==> src/hdl/video_filter_regs_defs.svh <==
`ifndef VIDEO_FILTER_REGS_DEFS_SVH
`define VIDEO_FILTER_REGS_DEFS_SVH

// Register offsets (byte addresses, low 12 bits decoded)
`define OFS_CORE_CONTROL     12'h000
`define OFS_EVENT_FLAGS      12'h004
`define OFS_FRAMING_ERRORS   12'h008
`define OFS_INTERRUPT_MASK   12'h00C
`define OFS_HW_REVISION      12'h010
`define OFS_FRAMES_DONE      12'h014
`define OFS_LINES_DONE       12'h018
`define OFS_PIXELS_DONE      12'h01C
`define OFS_FRAME_DIMENSIONS 12'h020
`define OFS_BLUR_THRESHOLD   12'h100
`define OFS_SHARPEN_GAIN     12'h104
`define OFS_OVERSHOOT_GAIN   12'h108

// Control register bit positions
`define CTRL_ENABLE_BIT      0
`define CTRL_COMMIT_BIT      1
`define CTRL_FRAME_RST_BIT   30
`define CTRL_SOFT_RST_BIT    31

// Event flag bit positions
`define EVT_FRAME_BEGUN_BIT  0
`define EVT_FRAME_DONE_BIT   1
`define EVT_FRAMING_ERR_BIT  16

// Framing error bit positions
`define ERR_LINE_SHORT_BIT   0
`define ERR_LINE_LONG_BIT    1
`define ERR_FRAME_SHORT_BIT  2
`define ERR_FRAME_LONG_BIT   3

// Frame dimension field positions
`define DIM_PIXELS_LSB       0
`define DIM_PIXELS_MSB       12
`define DIM_LINES_LSB        16
`define DIM_LINES_MSB        28

// Values
`define GAIN_UNITY           16'h8000
`define MASK_IMPL_BITS       32'h0001_FFFF
`define HW_REVISION_VALUE    32'h0800_0000
`define RESP_OKAY            2'h0
`define RESP_SLVERR          2'h2

`endif

==> src/hdl/video_filter_pkg.sv <==
package video_filter_pkg;

  // Observed stream beat
  typedef struct packed {
    logic valid;
    logic ready;
    logic sof;
    logic eol;
  } stream_mon_t;

  // Active filter configuration
  typedef struct packed {
    logic [12:0] pixels;
    logic [12:0] lines;
    logic [15:0] blurThreshold;
    logic [15:0] sharpenGain;
    logic [15:0] overshootGain;
  } filter_cfg_t;

  // Frame tracker states (Gray coded)
  typedef enum logic [0:0] {
    FRAME_IDLE   = 1'b0,
    FRAME_ACTIVE = 1'b1
  } frame_state_t;

endpackage

==> src/hdl/video_filter_control_status_regs.sv <==
`timescale 1ns/100ps
`include "video_filter_regs_defs.svh"
module video_filter_control_status_regs #(
  parameter int          DATA_WIDTH   = 8,
  parameter int          MAX_PIXELS   = 1920,
  parameter bit          HAS_REG_PORT = 1'b1,
  parameter logic [12:0] DEF_PIXELS   = 13'd1920,
  parameter logic [12:0] DEF_LINES    = 13'd1080,
  parameter logic [15:0] DEF_BLUR     = 16'h0010,
  parameter logic [15:0] DEF_SHARPEN  = 16'h4000,
  parameter logic [15:0] DEF_OVERSHT  = 16'h4000
) (
  input  wire logic                        core_clk,       // Core clock, 20 MHz
  input  wire logic                        rst,            // Async reset, active high
  input  wire logic                        s_axi_aresetn,  // Bus reset, sync, active low
  input  wire logic [31:0]                 s_axi_awaddr,   // Write address
  input  wire logic                        s_axi_awvalid,  // Write address valid
  output logic                             s_axi_awready,  // Write address ready
  input  wire logic [31:0]                 s_axi_wdata,    // Write data
  input  wire logic [3:0]                  s_axi_wstrb,    // Write byte strobes
  input  wire logic                        s_axi_wvalid,   // Write data valid
  output logic                             s_axi_wready,   // Write data ready
  output logic [1:0]                       s_axi_bresp,    // Write response
  output logic                             s_axi_bvalid,   // Write response valid
  input  wire logic                        s_axi_bready,   // Write response ready
  input  wire logic [31:0]                 s_axi_araddr,   // Read address
  input  wire logic                        s_axi_arvalid,  // Read address valid
  output logic                             s_axi_arready,  // Read address ready
  output logic [31:0]                      s_axi_rdata,    // Read data
  output logic [1:0]                       s_axi_rresp,    // Read response
  output logic                             s_axi_rvalid,   // Read data valid
  input  wire logic                        s_axi_rready,   // Read data ready
  input  wire video_filter_pkg::stream_mon_t streamIn,     // Observed input stream beat
  output logic                             irq,            // Level interrupt
  output logic [8:0]                       parallelEventVector, // Unheld event vector
  output video_filter_pkg::filter_cfg_t    activeCfg,      // Active configuration set
  output logic                             swEnable,       // Software enable bit
  output logic                             coreResetOut    // Datapath reset request
);
  import video_filter_pkg::*;

  // Parameter range checks
  if (DATA_WIDTH < 1 || DATA_WIDTH > 16) begin : gChkWidth
    $error("DATA_WIDTH must be 1 to 16");
  end
  if (MAX_PIXELS < 32 || MAX_PIXELS > 8191) begin : gChkPixels
    $error("MAX_PIXELS must be 32 to 8191");
  end

  localparam logic [15:0] THRESH_MASK = 16'((32'd1 << DATA_WIDTH) - 32'd1);

  // Register state
  logic [31:0]  control_reg;
  logic [31:0]  eventFlags_reg;
  logic [3:0]   errorFlags_reg;
  logic [16:0]  irqMask_reg;
  logic [31:0]  framesDone_reg;
  logic [31:0]  linesDone_reg;
  logic [31:0]  pixelsDone_reg;
  filter_cfg_t  shadowCfg_reg;
  filter_cfg_t  activeCfg_reg;
  logic         bvalid_reg;
  logic         rvalid_reg;
  logic [31:0]  rdata_reg;
  logic [1:0]   rresp_reg;
  logic [1:0]   bresp_reg;
  logic         irq_reg;
  logic [8:0]   eventVec_reg;
  logic         coreReset_reg;
  frame_state_t frameState_reg;
  logic [13:0]  linePix_reg;
  logic [12:0]  lineIdx_reg;
  logic [26:0]  framePix_reg;

  // Bus handshake
  logic        wrFire;
  logic        rdFire;
  logic [11:0] wrAddr;
  logic [11:0] rdAddr;
  logic [31:0] byteMask;
  logic        busReset;

  assign wrFire        = s_axi_awvalid & s_axi_wvalid & ~bvalid_reg;
  assign rdFire        = s_axi_arvalid & ~rvalid_reg;
  assign s_axi_awready = wrFire;
  assign s_axi_wready  = wrFire;
  assign s_axi_arready = ~rvalid_reg;
  assign wrAddr        = {s_axi_awaddr[11:2], 2'b00};
  assign rdAddr        = {s_axi_araddr[11:2], 2'b00};
  assign busReset      = ~s_axi_aresetn;

  // Byte lane mask from strobes
  genvar gb;
  for (gb = 0; gb < 4; gb++) begin : gLanes
    assign byteMask[gb*8 +: 8] = {8{s_axi_wstrb[gb]}};
  end

  // Write data merged into a register under strobes
  function automatic logic [31:0] merge(input logic [31:0] old, input logic [31:0] mask, input logic [31:0] data);
    merge = (old & ~mask) | (data & mask);
  endfunction

  // Write decode
  logic wrCtrl;
  logic wrEvt;
  logic wrErr;
  logic wrMask;
  logic wrDims;
  logic wrBlur;
  logic wrSharp;
  logic wrOver;
  assign wrCtrl  = wrFire && wrAddr == `OFS_CORE_CONTROL;
  assign wrEvt   = wrFire && wrAddr == `OFS_EVENT_FLAGS;
  assign wrErr   = wrFire && wrAddr == `OFS_FRAMING_ERRORS;
  assign wrMask  = wrFire && wrAddr == `OFS_INTERRUPT_MASK;
  assign wrDims  = wrFire && wrAddr == `OFS_FRAME_DIMENSIONS;
  assign wrBlur  = wrFire && wrAddr == `OFS_BLUR_THRESHOLD;
  assign wrSharp = wrFire && wrAddr == `OFS_SHARPEN_GAIN;
  assign wrOver  = wrFire && wrAddr == `OFS_OVERSHOOT_GAIN;

  // Stream framing checks
  logic        beat;
  logic        beatInFrame;
  logic [13:0] lpNow;
  logic [26:0] fpNow;
  logic [26:0] frameTotal;
  logic        lineShort;
  logic        lineLong;
  logic        frameShort;
  logic        frameLong;
  logic        frameBegin;
  logic        frameEnd;
  logic        anyError;
  logic        frameRstDo;
  logic        clearAll;

  assign beat        = streamIn.valid & streamIn.ready;
  assign beatInFrame = beat & (streamIn.sof | frameState_reg == FRAME_ACTIVE);
  assign frameTotal  = 27'(activeCfg_reg.pixels * activeCfg_reg.lines);
  assign lpNow       = streamIn.sof ? 14'd1 : (&linePix_reg ? linePix_reg : linePix_reg + 14'd1);
  assign fpNow       = streamIn.sof ? 27'd1 : (&framePix_reg ? framePix_reg : framePix_reg + 27'd1);
  assign frameBegin  = beat & streamIn.sof;
  assign lineShort   = beatInFrame & streamIn.eol & (lpNow < {1'b0, activeCfg_reg.pixels});
  assign lineLong    = beatInFrame & ~streamIn.eol & (lpNow == {1'b0, activeCfg_reg.pixels} + 14'd1);
  assign frameShort  = frameBegin & (frameState_reg == FRAME_ACTIVE) & (framePix_reg < frameTotal);
  assign frameLong   = beatInFrame & ~streamIn.sof & (fpNow == frameTotal + 27'd1);
  assign frameEnd    = beatInFrame & streamIn.eol
                       & ((streamIn.sof ? 13'd0 : lineIdx_reg) == activeCfg_reg.lines - 13'd1);
  assign anyError    = lineShort | lineLong | frameShort | frameLong;

  // Frame-aligned reset fires between frames or at frame end
  assign frameRstDo  = control_reg[`CTRL_FRAME_RST_BIT]
                       & (frameState_reg == FRAME_IDLE | frameEnd);
  assign clearAll    = HAS_REG_PORT & (control_reg[`CTRL_SOFT_RST_BIT] | frameRstDo);

  // Control register
  always_ff @(posedge core_clk or posedge rst) begin
    if (rst) begin
      control_reg <= 32'h0000_0000;
    end else if (busReset) begin
      control_reg <= 32'h0000_0000;
    end else begin
      logic [31:0] ctrlNext;
      ctrlNext = control_reg;
      if (clearAll) begin
        ctrlNext = control_reg & (32'h1 << `CTRL_SOFT_RST_BIT);
      end
      if (wrCtrl) begin
        ctrlNext = merge(control_reg, byteMask, s_axi_wdata);
      end else if (frameRstDo) begin
        ctrlNext[`CTRL_FRAME_RST_BIT] = 1'b0;
      end
      control_reg <= ctrlNext & 32'hC000_0003;
    end
  end

  // Event flags: set wins over write-one clear
  always_ff @(posedge core_clk or posedge rst) begin
    if (rst) begin
      eventFlags_reg <= 32'h0000_0000;
    end else if (busReset || clearAll) begin
      eventFlags_reg <= 32'h0000_0000;
    end else begin
      logic [31:0] evtSet;
      evtSet = 32'h0000_0000;
      evtSet[`EVT_FRAME_BEGUN_BIT] = frameBegin;
      evtSet[`EVT_FRAME_DONE_BIT]  = frameEnd;
      evtSet[`EVT_FRAMING_ERR_BIT] = anyError;
      eventFlags_reg <= (eventFlags_reg & ~(wrEvt ? (s_axi_wdata & byteMask) : 32'h0)) | evtSet;
    end
  end

  // Framing error flags, one per bit
  logic [3:0] errSet;
  assign errSet[`ERR_LINE_SHORT_BIT]  = lineShort;
  assign errSet[`ERR_LINE_LONG_BIT]   = lineLong;
  assign errSet[`ERR_FRAME_SHORT_BIT] = frameShort;
  assign errSet[`ERR_FRAME_LONG_BIT]  = frameLong;
  genvar ge;
  for (ge = 0; ge < 4; ge++) begin : gErr
    always_ff @(posedge core_clk or posedge rst) begin
      if (rst) begin
        errorFlags_reg[ge] <= 1'b0;
      end else if (busReset || clearAll) begin
        errorFlags_reg[ge] <= 1'b0;
      end else if (errSet[ge]) begin
        errorFlags_reg[ge] <= 1'b1;
      end else if (wrErr && s_axi_wstrb[0] && s_axi_wdata[ge]) begin
        errorFlags_reg[ge] <= 1'b0;
      end
    end
  end

  // Interrupt mask
  always_ff @(posedge core_clk or posedge rst) begin
    if (rst) begin
      irqMask_reg <= 17'h0_0000;
    end else if (busReset || clearAll) begin
      irqMask_reg <= 17'h0_0000;
    end else if (wrMask) begin
      irqMask_reg <= 17'(merge({15'h0, irqMask_reg}, byteMask, s_axi_wdata));
    end
  end

  // Level interrupt from masked flags
  always_ff @(posedge core_clk or posedge rst) begin
    if (rst) begin
      irq_reg <= 1'b0;
    end else if (busReset || clearAll) begin
      irq_reg <= 1'b0;
    end else begin
      irq_reg <= HAS_REG_PORT & (|(eventFlags_reg[16:0] & irqMask_reg));
    end
  end

  // Throughput counters
  always_ff @(posedge core_clk or posedge rst) begin
    if (rst) begin
      framesDone_reg <= 32'h0000_0000;
      linesDone_reg  <= 32'h0000_0000;
      pixelsDone_reg <= 32'h0000_0000;
    end else if (busReset || clearAll) begin
      framesDone_reg <= 32'h0000_0000;
      linesDone_reg  <= 32'h0000_0000;
      pixelsDone_reg <= 32'h0000_0000;
    end else begin
      framesDone_reg <= framesDone_reg + 32'(frameEnd);
      linesDone_reg  <= linesDone_reg + 32'(beatInFrame & streamIn.eol);
      pixelsDone_reg <= pixelsDone_reg + 32'(beatInFrame);
    end
  end

  // Frame tracker
  always_ff @(posedge core_clk or posedge rst) begin
    if (rst) begin
      frameState_reg <= FRAME_IDLE;
      linePix_reg    <= 14'h0000;
      lineIdx_reg    <= 13'h0000;
      framePix_reg   <= 27'h000_0000;
    end else if (busReset || clearAll) begin
      frameState_reg <= FRAME_IDLE;
      linePix_reg    <= 14'h0000;
      lineIdx_reg    <= 13'h0000;
      framePix_reg   <= 27'h000_0000;
    end else if (beatInFrame) begin
      framePix_reg <= fpNow;
      linePix_reg  <= streamIn.eol ? 14'h0000 : lpNow;
      if (frameEnd) begin
        frameState_reg <= FRAME_IDLE;
        lineIdx_reg    <= 13'h0000;
      end else begin
        frameState_reg <= FRAME_ACTIVE;
        if (streamIn.eol) begin
          lineIdx_reg <= (streamIn.sof ? 13'd0 : lineIdx_reg) + 13'd1;
        end else if (streamIn.sof) begin
          lineIdx_reg <= 13'h0000;
        end
      end
    end
  end

  // Shadow configuration written by software
  always_ff @(posedge core_clk or posedge rst) begin
    if (rst) begin
      shadowCfg_reg <= '{DEF_PIXELS, DEF_LINES, DEF_BLUR & THRESH_MASK, DEF_SHARPEN, DEF_OVERSHT};
    end else if (busReset || clearAll) begin
      shadowCfg_reg <= '{DEF_PIXELS, DEF_LINES, DEF_BLUR & THRESH_MASK, DEF_SHARPEN, DEF_OVERSHT};
    end else begin
      logic [31:0] w;
      w = 32'h0000_0000;
      if (wrDims) begin
        w = merge({3'h0, shadowCfg_reg.lines, 3'h0, shadowCfg_reg.pixels}, byteMask, s_axi_wdata);
        shadowCfg_reg.pixels <= w[`DIM_PIXELS_MSB:`DIM_PIXELS_LSB];
        shadowCfg_reg.lines  <= w[`DIM_LINES_MSB:`DIM_LINES_LSB];
      end
      if (wrBlur) begin
        w = merge({16'h0, shadowCfg_reg.blurThreshold}, byteMask, s_axi_wdata);
        shadowCfg_reg.blurThreshold <= w[15:0] & THRESH_MASK;
      end
      if (wrSharp) begin
        w = merge({16'h0, shadowCfg_reg.sharpenGain}, byteMask, s_axi_wdata);
        shadowCfg_reg.sharpenGain <= (w[15:0] > `GAIN_UNITY) ? `GAIN_UNITY : w[15:0];
      end
      if (wrOver) begin
        w = merge({16'h0, shadowCfg_reg.overshootGain}, byteMask, s_axi_wdata);
        shadowCfg_reg.overshootGain <= (w[15:0] > `GAIN_UNITY) ? `GAIN_UNITY : w[15:0];
      end
    end
  end

  // Active configuration, copied at frame end when commit is set
  always_ff @(posedge core_clk or posedge rst) begin
    if (rst) begin
      activeCfg_reg <= '{DEF_PIXELS, DEF_LINES, DEF_BLUR & THRESH_MASK, DEF_SHARPEN, DEF_OVERSHT};
    end else if (busReset || clearAll) begin
      activeCfg_reg <= '{DEF_PIXELS, DEF_LINES, DEF_BLUR & THRESH_MASK, DEF_SHARPEN, DEF_OVERSHT};
    end else if (frameEnd && control_reg[`CTRL_COMMIT_BIT]) begin
      activeCfg_reg <= shadowCfg_reg;
    end
  end

  // Unheld event vector, one cycle per event
  always_ff @(posedge core_clk or posedge rst) begin
    if (rst) begin
      eventVec_reg <= 9'h000;
    end else if (busReset || clearAll) begin
      eventVec_reg <= 9'h000;
    end else begin
      eventVec_reg <= {frameLong, frameShort, lineLong, lineShort, anyError, frameEnd,
                       beatInFrame & (lpNow == {1'b0, activeCfg_reg.pixels}),
                       frameEnd, frameBegin};
    end
  end

  // Datapath reset request
  always_ff @(posedge core_clk or posedge rst) begin
    if (rst) begin
      coreReset_reg <= 1'b0;
    end else begin
      coreReset_reg <= busReset | clearAll;
    end
  end

  // Write response
  always_ff @(posedge core_clk or posedge rst) begin
    if (rst) begin
      bvalid_reg <= 1'b0;
      bresp_reg  <= `RESP_OKAY;
    end else if (busReset) begin
      bvalid_reg <= 1'b0;
      bresp_reg  <= `RESP_OKAY;
    end else if (wrFire) begin
      bvalid_reg <= 1'b1;
      bresp_reg  <= (wrCtrl | wrEvt | wrErr | wrMask | wrDims | wrBlur | wrSharp | wrOver)
                    ? `RESP_OKAY : `RESP_SLVERR;
    end else if (s_axi_bready) begin
      bvalid_reg <= 1'b0;
    end
  end

  // Read data path
  always_ff @(posedge core_clk or posedge rst) begin
    if (rst) begin
      rvalid_reg <= 1'b0;
      rdata_reg  <= 32'h0000_0000;
      rresp_reg  <= `RESP_OKAY;
    end else if (busReset) begin
      rvalid_reg <= 1'b0;
      rdata_reg  <= 32'h0000_0000;
      rresp_reg  <= `RESP_OKAY;
    end else if (rdFire) begin
      rvalid_reg <= 1'b1;
      rresp_reg  <= `RESP_OKAY;
      unique case (rdAddr)
        `OFS_CORE_CONTROL:     rdata_reg <= control_reg;
        `OFS_EVENT_FLAGS:      rdata_reg <= eventFlags_reg;
        `OFS_FRAMING_ERRORS:   rdata_reg <= {28'h0, errorFlags_reg};
        `OFS_INTERRUPT_MASK:   rdata_reg <= {15'h0, irqMask_reg};
        `OFS_HW_REVISION:      rdata_reg <= `HW_REVISION_VALUE;
        `OFS_FRAMES_DONE:      rdata_reg <= framesDone_reg;
        `OFS_LINES_DONE:       rdata_reg <= linesDone_reg;
        `OFS_PIXELS_DONE:      rdata_reg <= pixelsDone_reg;
        `OFS_FRAME_DIMENSIONS: rdata_reg <= {3'h0, shadowCfg_reg.lines, 3'h0, shadowCfg_reg.pixels};
        `OFS_BLUR_THRESHOLD:   rdata_reg <= {16'h0, shadowCfg_reg.blurThreshold};
        `OFS_SHARPEN_GAIN:     rdata_reg <= {16'h0, shadowCfg_reg.sharpenGain};
        `OFS_OVERSHOOT_GAIN:   rdata_reg <= {16'h0, shadowCfg_reg.overshootGain};
        default: begin
          rdata_reg <= 32'h0000_0000;
          rresp_reg <= `RESP_SLVERR;
        end
      endcase
    end else if (s_axi_rready) begin
      rvalid_reg <= 1'b0;
    end
  end

  // Outputs
  assign s_axi_bvalid        = bvalid_reg;
  assign s_axi_bresp         = bresp_reg;
  assign s_axi_rvalid        = rvalid_reg;
  assign s_axi_rdata         = rdata_reg;
  assign s_axi_rresp         = rresp_reg;
  assign irq                 = irq_reg;
  assign parallelEventVector = eventVec_reg;
  assign activeCfg           = activeCfg_reg;
  assign swEnable            = control_reg[`CTRL_ENABLE_BIT];
  assign coreResetOut        = coreReset_reg;

endmodule

==> config.mk <==
export PLATFORM = sky130hd
export DESIGN_NAME = video_filter_control_status_regs
export DESIGN_NICKNAME = d
export VERILOG_FILES = /design/src/hdl/video_filter_pkg.sv /design/src/hdl/video_filter_control_status_regs.sv
export VERILOG_INCLUDE_DIRS = /design/src /design/src/hdl
export SDC_FILE = /design/constraint.sdc
export NUM_CORES = 2
export LEC_CHECK = 0
export ABC_AREA = 1
export ABC_CLOCK_PERIOD_IN_PS = 20200
export BUFFER_PORTS_ARGS = -buffer_cell sky130_fd_sc_hd__buf_2
export CORE_ASPECT_RATIO = 1.1
export CORE_MARGIN = 5
export CORE_UTILIZATION = 60
export DETAILED_ROUTE_END_ITERATION = 7
export GPL_TIMING_DRIVEN = 0
export PLACE_DENSITY = 0.8
export SYNTH_ARGS = -nofsm -noshare
export SYNTH_HDL_FRONTEND = slang
export SYNTH_SLANG_ARGS = --single-unit
==> constraint.sdc <==
create_clock -name core_clk -period 20.2 [get_ports core_clk]
set_input_delay 5.05 -clock core_clk [delete_from_list [all_inputs] [get_ports core_clk]]
set_output_delay 5.05 -clock core_clk [all_outputs]
set_load 0.05 [all_outputs]
---- Yosys cells after proc, flatten, opt, wreduce, memory -nomap -nowiden ----
Index checks and enable logic that the tools add are counted.
word-level totals
  flip-flop bits (word level) ............. 433
  output and inout port bits .............. 127
  word-level logic and storage cells ...... 234
operators by class
  add/sub/neg operators ................... 9
  multipliers ............................. 1
  $lt $le $gt $ge ......................... 4
  equal/unequal tests ..................... 29
  mux-type cells .......................... 68
  bitwise logic cells ..................... 56
  reduce and logical (&&, ||, !) cells .... 32
operators with widths
  kind                                                   number
  one-hot mux 32 bit (12 select lines)                   1
  2-to-1 mux 32 bit                                      8
  2-to-1 mux 74 bit                                      3
  2-to-1 mux 27 bit                                      4
  adder 32 x 1 -> 32 bit                                 3
  bitwise AND 32 bit                                     3
  2-to-1 mux 16 bit                                      5
  2-to-1 mux 14 bit                                      5
  2-to-1 mux 13 bit                                      5
  inverter 32 bit                                        2
  equality test 10 x 7 -> 1 bit, second input constant   6
  equality test 10 x 2 -> 1 bit, second input constant   4
  equality test 10 x 3 -> 1 bit, second input constant   4
  bitwise AND 17 bit                                     2
  2-to-1 mux 17 bit                                      2
  bitwise AND 16 bit                                     2
  greater-than comparator 16 bit, second input constant  2
  OR 16 bit                                              2
  OR 32 x 17 -> 32 bit                                   1
  OR 32 bit                                              1
  2-to-1 mux 31 bit                                      1
  bitwise AND 29 bit                                     1
  OR 29 bit                                              1
  adder 26 x 1 -> 27 bit, second input constant          1
  other kinds (36)                                       130

---- Logic depth before layout (Yosys ltp) ----
  depth after elaboration ................. 13
  mapped depth ............................ 36
  mapped depth without buffers ............ 34

---- Least setup slack after synthesis ----
OpenSTA, ideal clock, no wires.
  path type ............................... in2out
  start ................................... in s_axi_awvalid
  end ..................................... out s_axi_wready
  data arrival time ....................... 5.881 ns
  path slack .............................. 9.269 ns
  cell stages on the path ................. 3
  buffers on the path ..................... 1
  cells stage by stage .................... nand3_1 > inv_1 > buf_4
on the way
  longest elaborated chain between the ends .. 2
ends and longest elaborated chain
  item                             RTL line                                source
  start, declared                  video_filter_control_status_regs.sv:17  input wire logic s_axi_awvalid,
  bitwise AND 1 bit (2 in series)  video_filter_control_status_regs.sv:83  assign wrFire = s_axi_awvalid & s_axi_wvalid & ~bvalid_reg;
  end, declared                    video_filter_control_status_regs.sv:22  output logic s_axi_wready,
No other way between the ends.

---- Worst setup path after layout ----
  start ................................... in s_axi_wvalid
  end ..................................... out s_axi_wready
on the way
  longest elaborated chain between the ends .. 2
ends and longest elaborated chain
  item                             RTL line                                source
  start, declared                  video_filter_control_status_regs.sv:21  input wire logic s_axi_wvalid,
  bitwise AND 1 bit (2 in series)  video_filter_control_status_regs.sv:83
No other way between the ends.

==> results.py <==
metrics = {
    "drt": {
        "wl_met2_mm": 46.1,
        "routedWlPerCell_um": 20.7,
        "dr_wl_met3_mm": 9.80,
        "antenna_left": 0,
        "dr.first_iter.drc_count": 3174,
        "firstDrtPassIters": 6,
        "drt-met1-wl_mm": 35.7,
        "highest_layer": "met4",
        "routed_wl_mm": 100,
        "num_vias": 28600,
        "drc": 0,
        "viasPerCell": 5.91,
    },
    "clock_tree": {
        "ctsResizeCount": 0,
        "postCtsSetupBuffers": 0,
        "numCtsBuffers": 42,
        "clk_latency_ns": 0.59,
        "clk_pin_slew_worst_paths_ns": 0.07,
        "h-tree-depth": 2,
        "root_buffer": "clkbuf_16",
        "cts.sinks": 386,
        "cts_tree": "done",
        "cts_buffer_depth": 3,
        "hold_buffers": 0,
    },
    "pwr": {
        "power_mw": 1.71,
        "powerDensity_mw_per_mm2": 52.5,
        "power.leakage_nw": 16.1,
        "ir_drop_mv": 0.0713,
    },
    "die": {
        "row_count": 85,
        "io_pins": 239,
        "die_w_um": 221,
        "core_area_sq_mm": 0.0486,
        "dieArea_sq_mm": 0.0533,
        "die_h_um": 242,
        "start_util_pct": 60.2,
    },
    "sta": {
        "skew_ns": 0.0358,
        "max_slew_margin_pct": 4.82,
        "tns_ns": 0,
        "slew_viol_final": 0,
        "max_freq_mhz": 88.5,
        "worst_pin_slew_ns": 1.42,
        "period_needed_ns": 11.30,
        "setup_viol_count_final": 0,
        "rsz0062_at_grt": "no",
        "hold_viol_final": 0,
        "period_share_pct": 55.9,
    },
    "logic_synthesis": {
        "synth-compound-area-share_pct": 13.8,
        "syn-instance-count": 3917,
        "yosysWarnings": 0,
        "synth-xor-area-share_pct": 2.84,
        "syn_area_per_cell_sq_um": 7.47,
        "synthArstFlopShare_pct": 100,
        "ys_ff_latch": 386,
        "synth_top_family_by_area": "simple AND/OR/NAND/NOR gates",
        "synthAdderAreaFrac_pct": 13.4,
        "ys_seq_area_share_pct": 33.1,
        "syn_area_sq_mm": 0.0293,
        "yosys_most_used_dff": "dfrtp_1",
        "synthMuxAreaShare_pct": 0,
        "synth_cell_types": 64,
        "synth-simple-area-share_pct": 24.3,
        "synth_edf_count": 0,
    },
    "worst_setup_path": {
        "r2r_end": "parallelEventVector[4]",
        "rr_startpoint": "activeCfg[71]",
        "cp_max_fo": 6,
        "rrSetupSlack_ns": 12.14,
        "arrival_ns": 6.25,
        "critPathKind": "in -> out",
        "startpoint_type": "input pin",
        "endpoint_kind": "output port",
        "r2r_cells": 28,
        "cp.required_ns": 15.15,
        "endpoint": "s_axi_wready",
        "crit_start": "s_axi_wvalid",
    },
    "global_routing": {
        "grt_pass1_vias": 27900,
        "track_usage_pct": 37.2,
        "grt_pass1_wl_mm": 155,
        "grt_max_degree": 120,
        "antenna_found_initial": 1,
        "grt_overflow": 0,
    },
    "run": {
        "drv_cap": 0,
    },
    "worst_hold_path": {
        "hold_path_class": "reg -> reg",
    },
    "finish": {
        "layout-drive-gt1-share_pct": 11.0,
        "area_growth_pct": 11.4,
        "nets": 4510,
        "n_fill_cell": 4268,
    },
    "outcome": {
        "status": "finished clean",
    },
    "placed_design": {
        "gp_congestion": 1.06,
        "dpl.hpwl_mm": 78.5,
        "portBuffers": 182,
    },
}
==> per-layer routing <==
layer | vias to the layer above | track usage, %
met2 | 1669 | 59.4
met4 | 0 | 25.1
met1 | 13400 | 45.3
met3 | 457 | 7.27
li1 | 13100 | -
met5 | - | 0
==> power breakdown <==
| part | total [mW] | switching [mW] | internal, mW |
|---|---|---|---|
| Combinational | 0.106 | 0.0843 | 0.0218 |
| Clock | 0.826 | 0.347 | 0.479 |
| Sequential | 0.778 | 0.00264 | 0.776 |
| Total | 1.71 | 0.434 | 1.28 |
==> layout by cell type (no fill, tap or decap), drive strengths merged, types with 3 or more instances in the layout <==
cell type and n:
a31o 3, dfrtp 364, bufinv 5, a211oi 26
nand3b 10, clkinvlp 5, conb 10, o22ai 173
and3 4, xnor2 21, o41ai 4, nand2 863
xor2 74, clkbuf 130, inv 781, o211ai 15
a21oi 171, ha 121, nand3 229, fa 121
nor4 35, dfstp 22, buf 257, nor2 342
o31ai 5, clkinv 15, nor3 79, nand4 64
a221oi 17, or2 6, o21ai 158, o221ai 16
a31oi 13, a32o 3, o2111ai 5, a2111oi 4
nor3b 6
==> cells by family after synthesis <==
kind of cell | after synthesis
simple gates | 1640
compound gates | 623
buf+inv | 930
xor+xnor | 95
fa+ha+maj | 242
flops | 386
other cells | 1
==> worst max-delay path: stages <==
cell	delay (ns)
buf_2	0.08
nand3_1	0.41
inv_1	0.31
buf_4	0.14
buf_2	0.24
==> synthesized netlist by cell type (all sizes together), types with 3 or more instances <==
master     n  area share, %
and3       4          0.085
a21oi    171            3.0
fa       121            8.3
buf       71            1.5
nor3      79            1.5
a32o       3           0.10
a211oi    26           0.67
nand3b    10           0.26
dfstp     22            2.0
o31ai      5           0.13
a221oi    17           0.51
nor4      35           0.91
or2        6           0.13
clkinv     6          0.077
o211ai    15           0.38
nand2    863             11
dfrtp    364             31
o21ai    158            2.7
o41ai      4           0.12
inv      778             10
ha       121            5.2
nor3b      6           0.15
xnor2     21           0.63
nor2     342            4.7
o22ai    173            4.8
a31oi     13           0.28
o2111ai    5           0.15
nand4     64            1.4
o221ai    16           0.48
a2111oi    4           0.12
clkbuf    75           0.96
xor2      74            2.2
a31o       3          0.090
nand3    229            4.1
==> worst min path at each step <==
stage,slack (ns),startpoint,end,cells after the start
final,0.50,lineIdx_reg[11],lineIdx_reg[11],2
after global routing,0.52,eventFlags_reg[24],eventFlags_reg[24],2
after CTS,0.51,shadowCfg_reg[52],activeCfg[52],2
after detailed placement,0.49,lineIdx_reg[11],lineIdx_reg[11],2
after global placement,0.47,lineIdx_reg[11],lineIdx_reg[11],2
after floorplan,0.45,lineIdx_reg[0],lineIdx_reg[0],2
==> cell type report <==
| cell class | count | area [sq um] | share of cell area (%) |
|---|---|---|---|
| multi-input combinational | 2610 | 16000 | 48.9 |
| sequential | 386 | 9690 | 29.7 |
| inverter | 784 | 2960 | 9.07 |
| clock buffer | 55 | 1180 | 3.62 |
| timing repair buffer | 186 | 1020 | 3.13 |
| tap | 652 | 816 | 2.50 |
| buffer | 146 | 718 | 2.20 |
| clock inverter | 22 | 263 | 0.806 |
| antenna | 2 | 5.00 | 0.0154 |
==> stage by stage <==
| step | instances | utilization (%) | hold WS (ns) | area (sq um) | worst slack [ns] |
|---|---|---|---|---|---|
| final | 4843 | 67.1 | 0.502 | 32600 | 8.90 |
| after global routing | 4842 | 67.1 | 0.520 | 32600 | 8.93 |
| after CTS | 4841 | 67.1 | 0.505 | 32600 | 8.95 |
| after detailed placement | 4764 | 64.1 | 0.485 | 31100 | 8.96 |
| after global placement | 4760 | 63.8 | 0.468 | 31000 | 0.210 |
| after floorplan | 3926 | - | 0.453 | 29300 | 4.46 |
(Power assumes the default switching activity.)
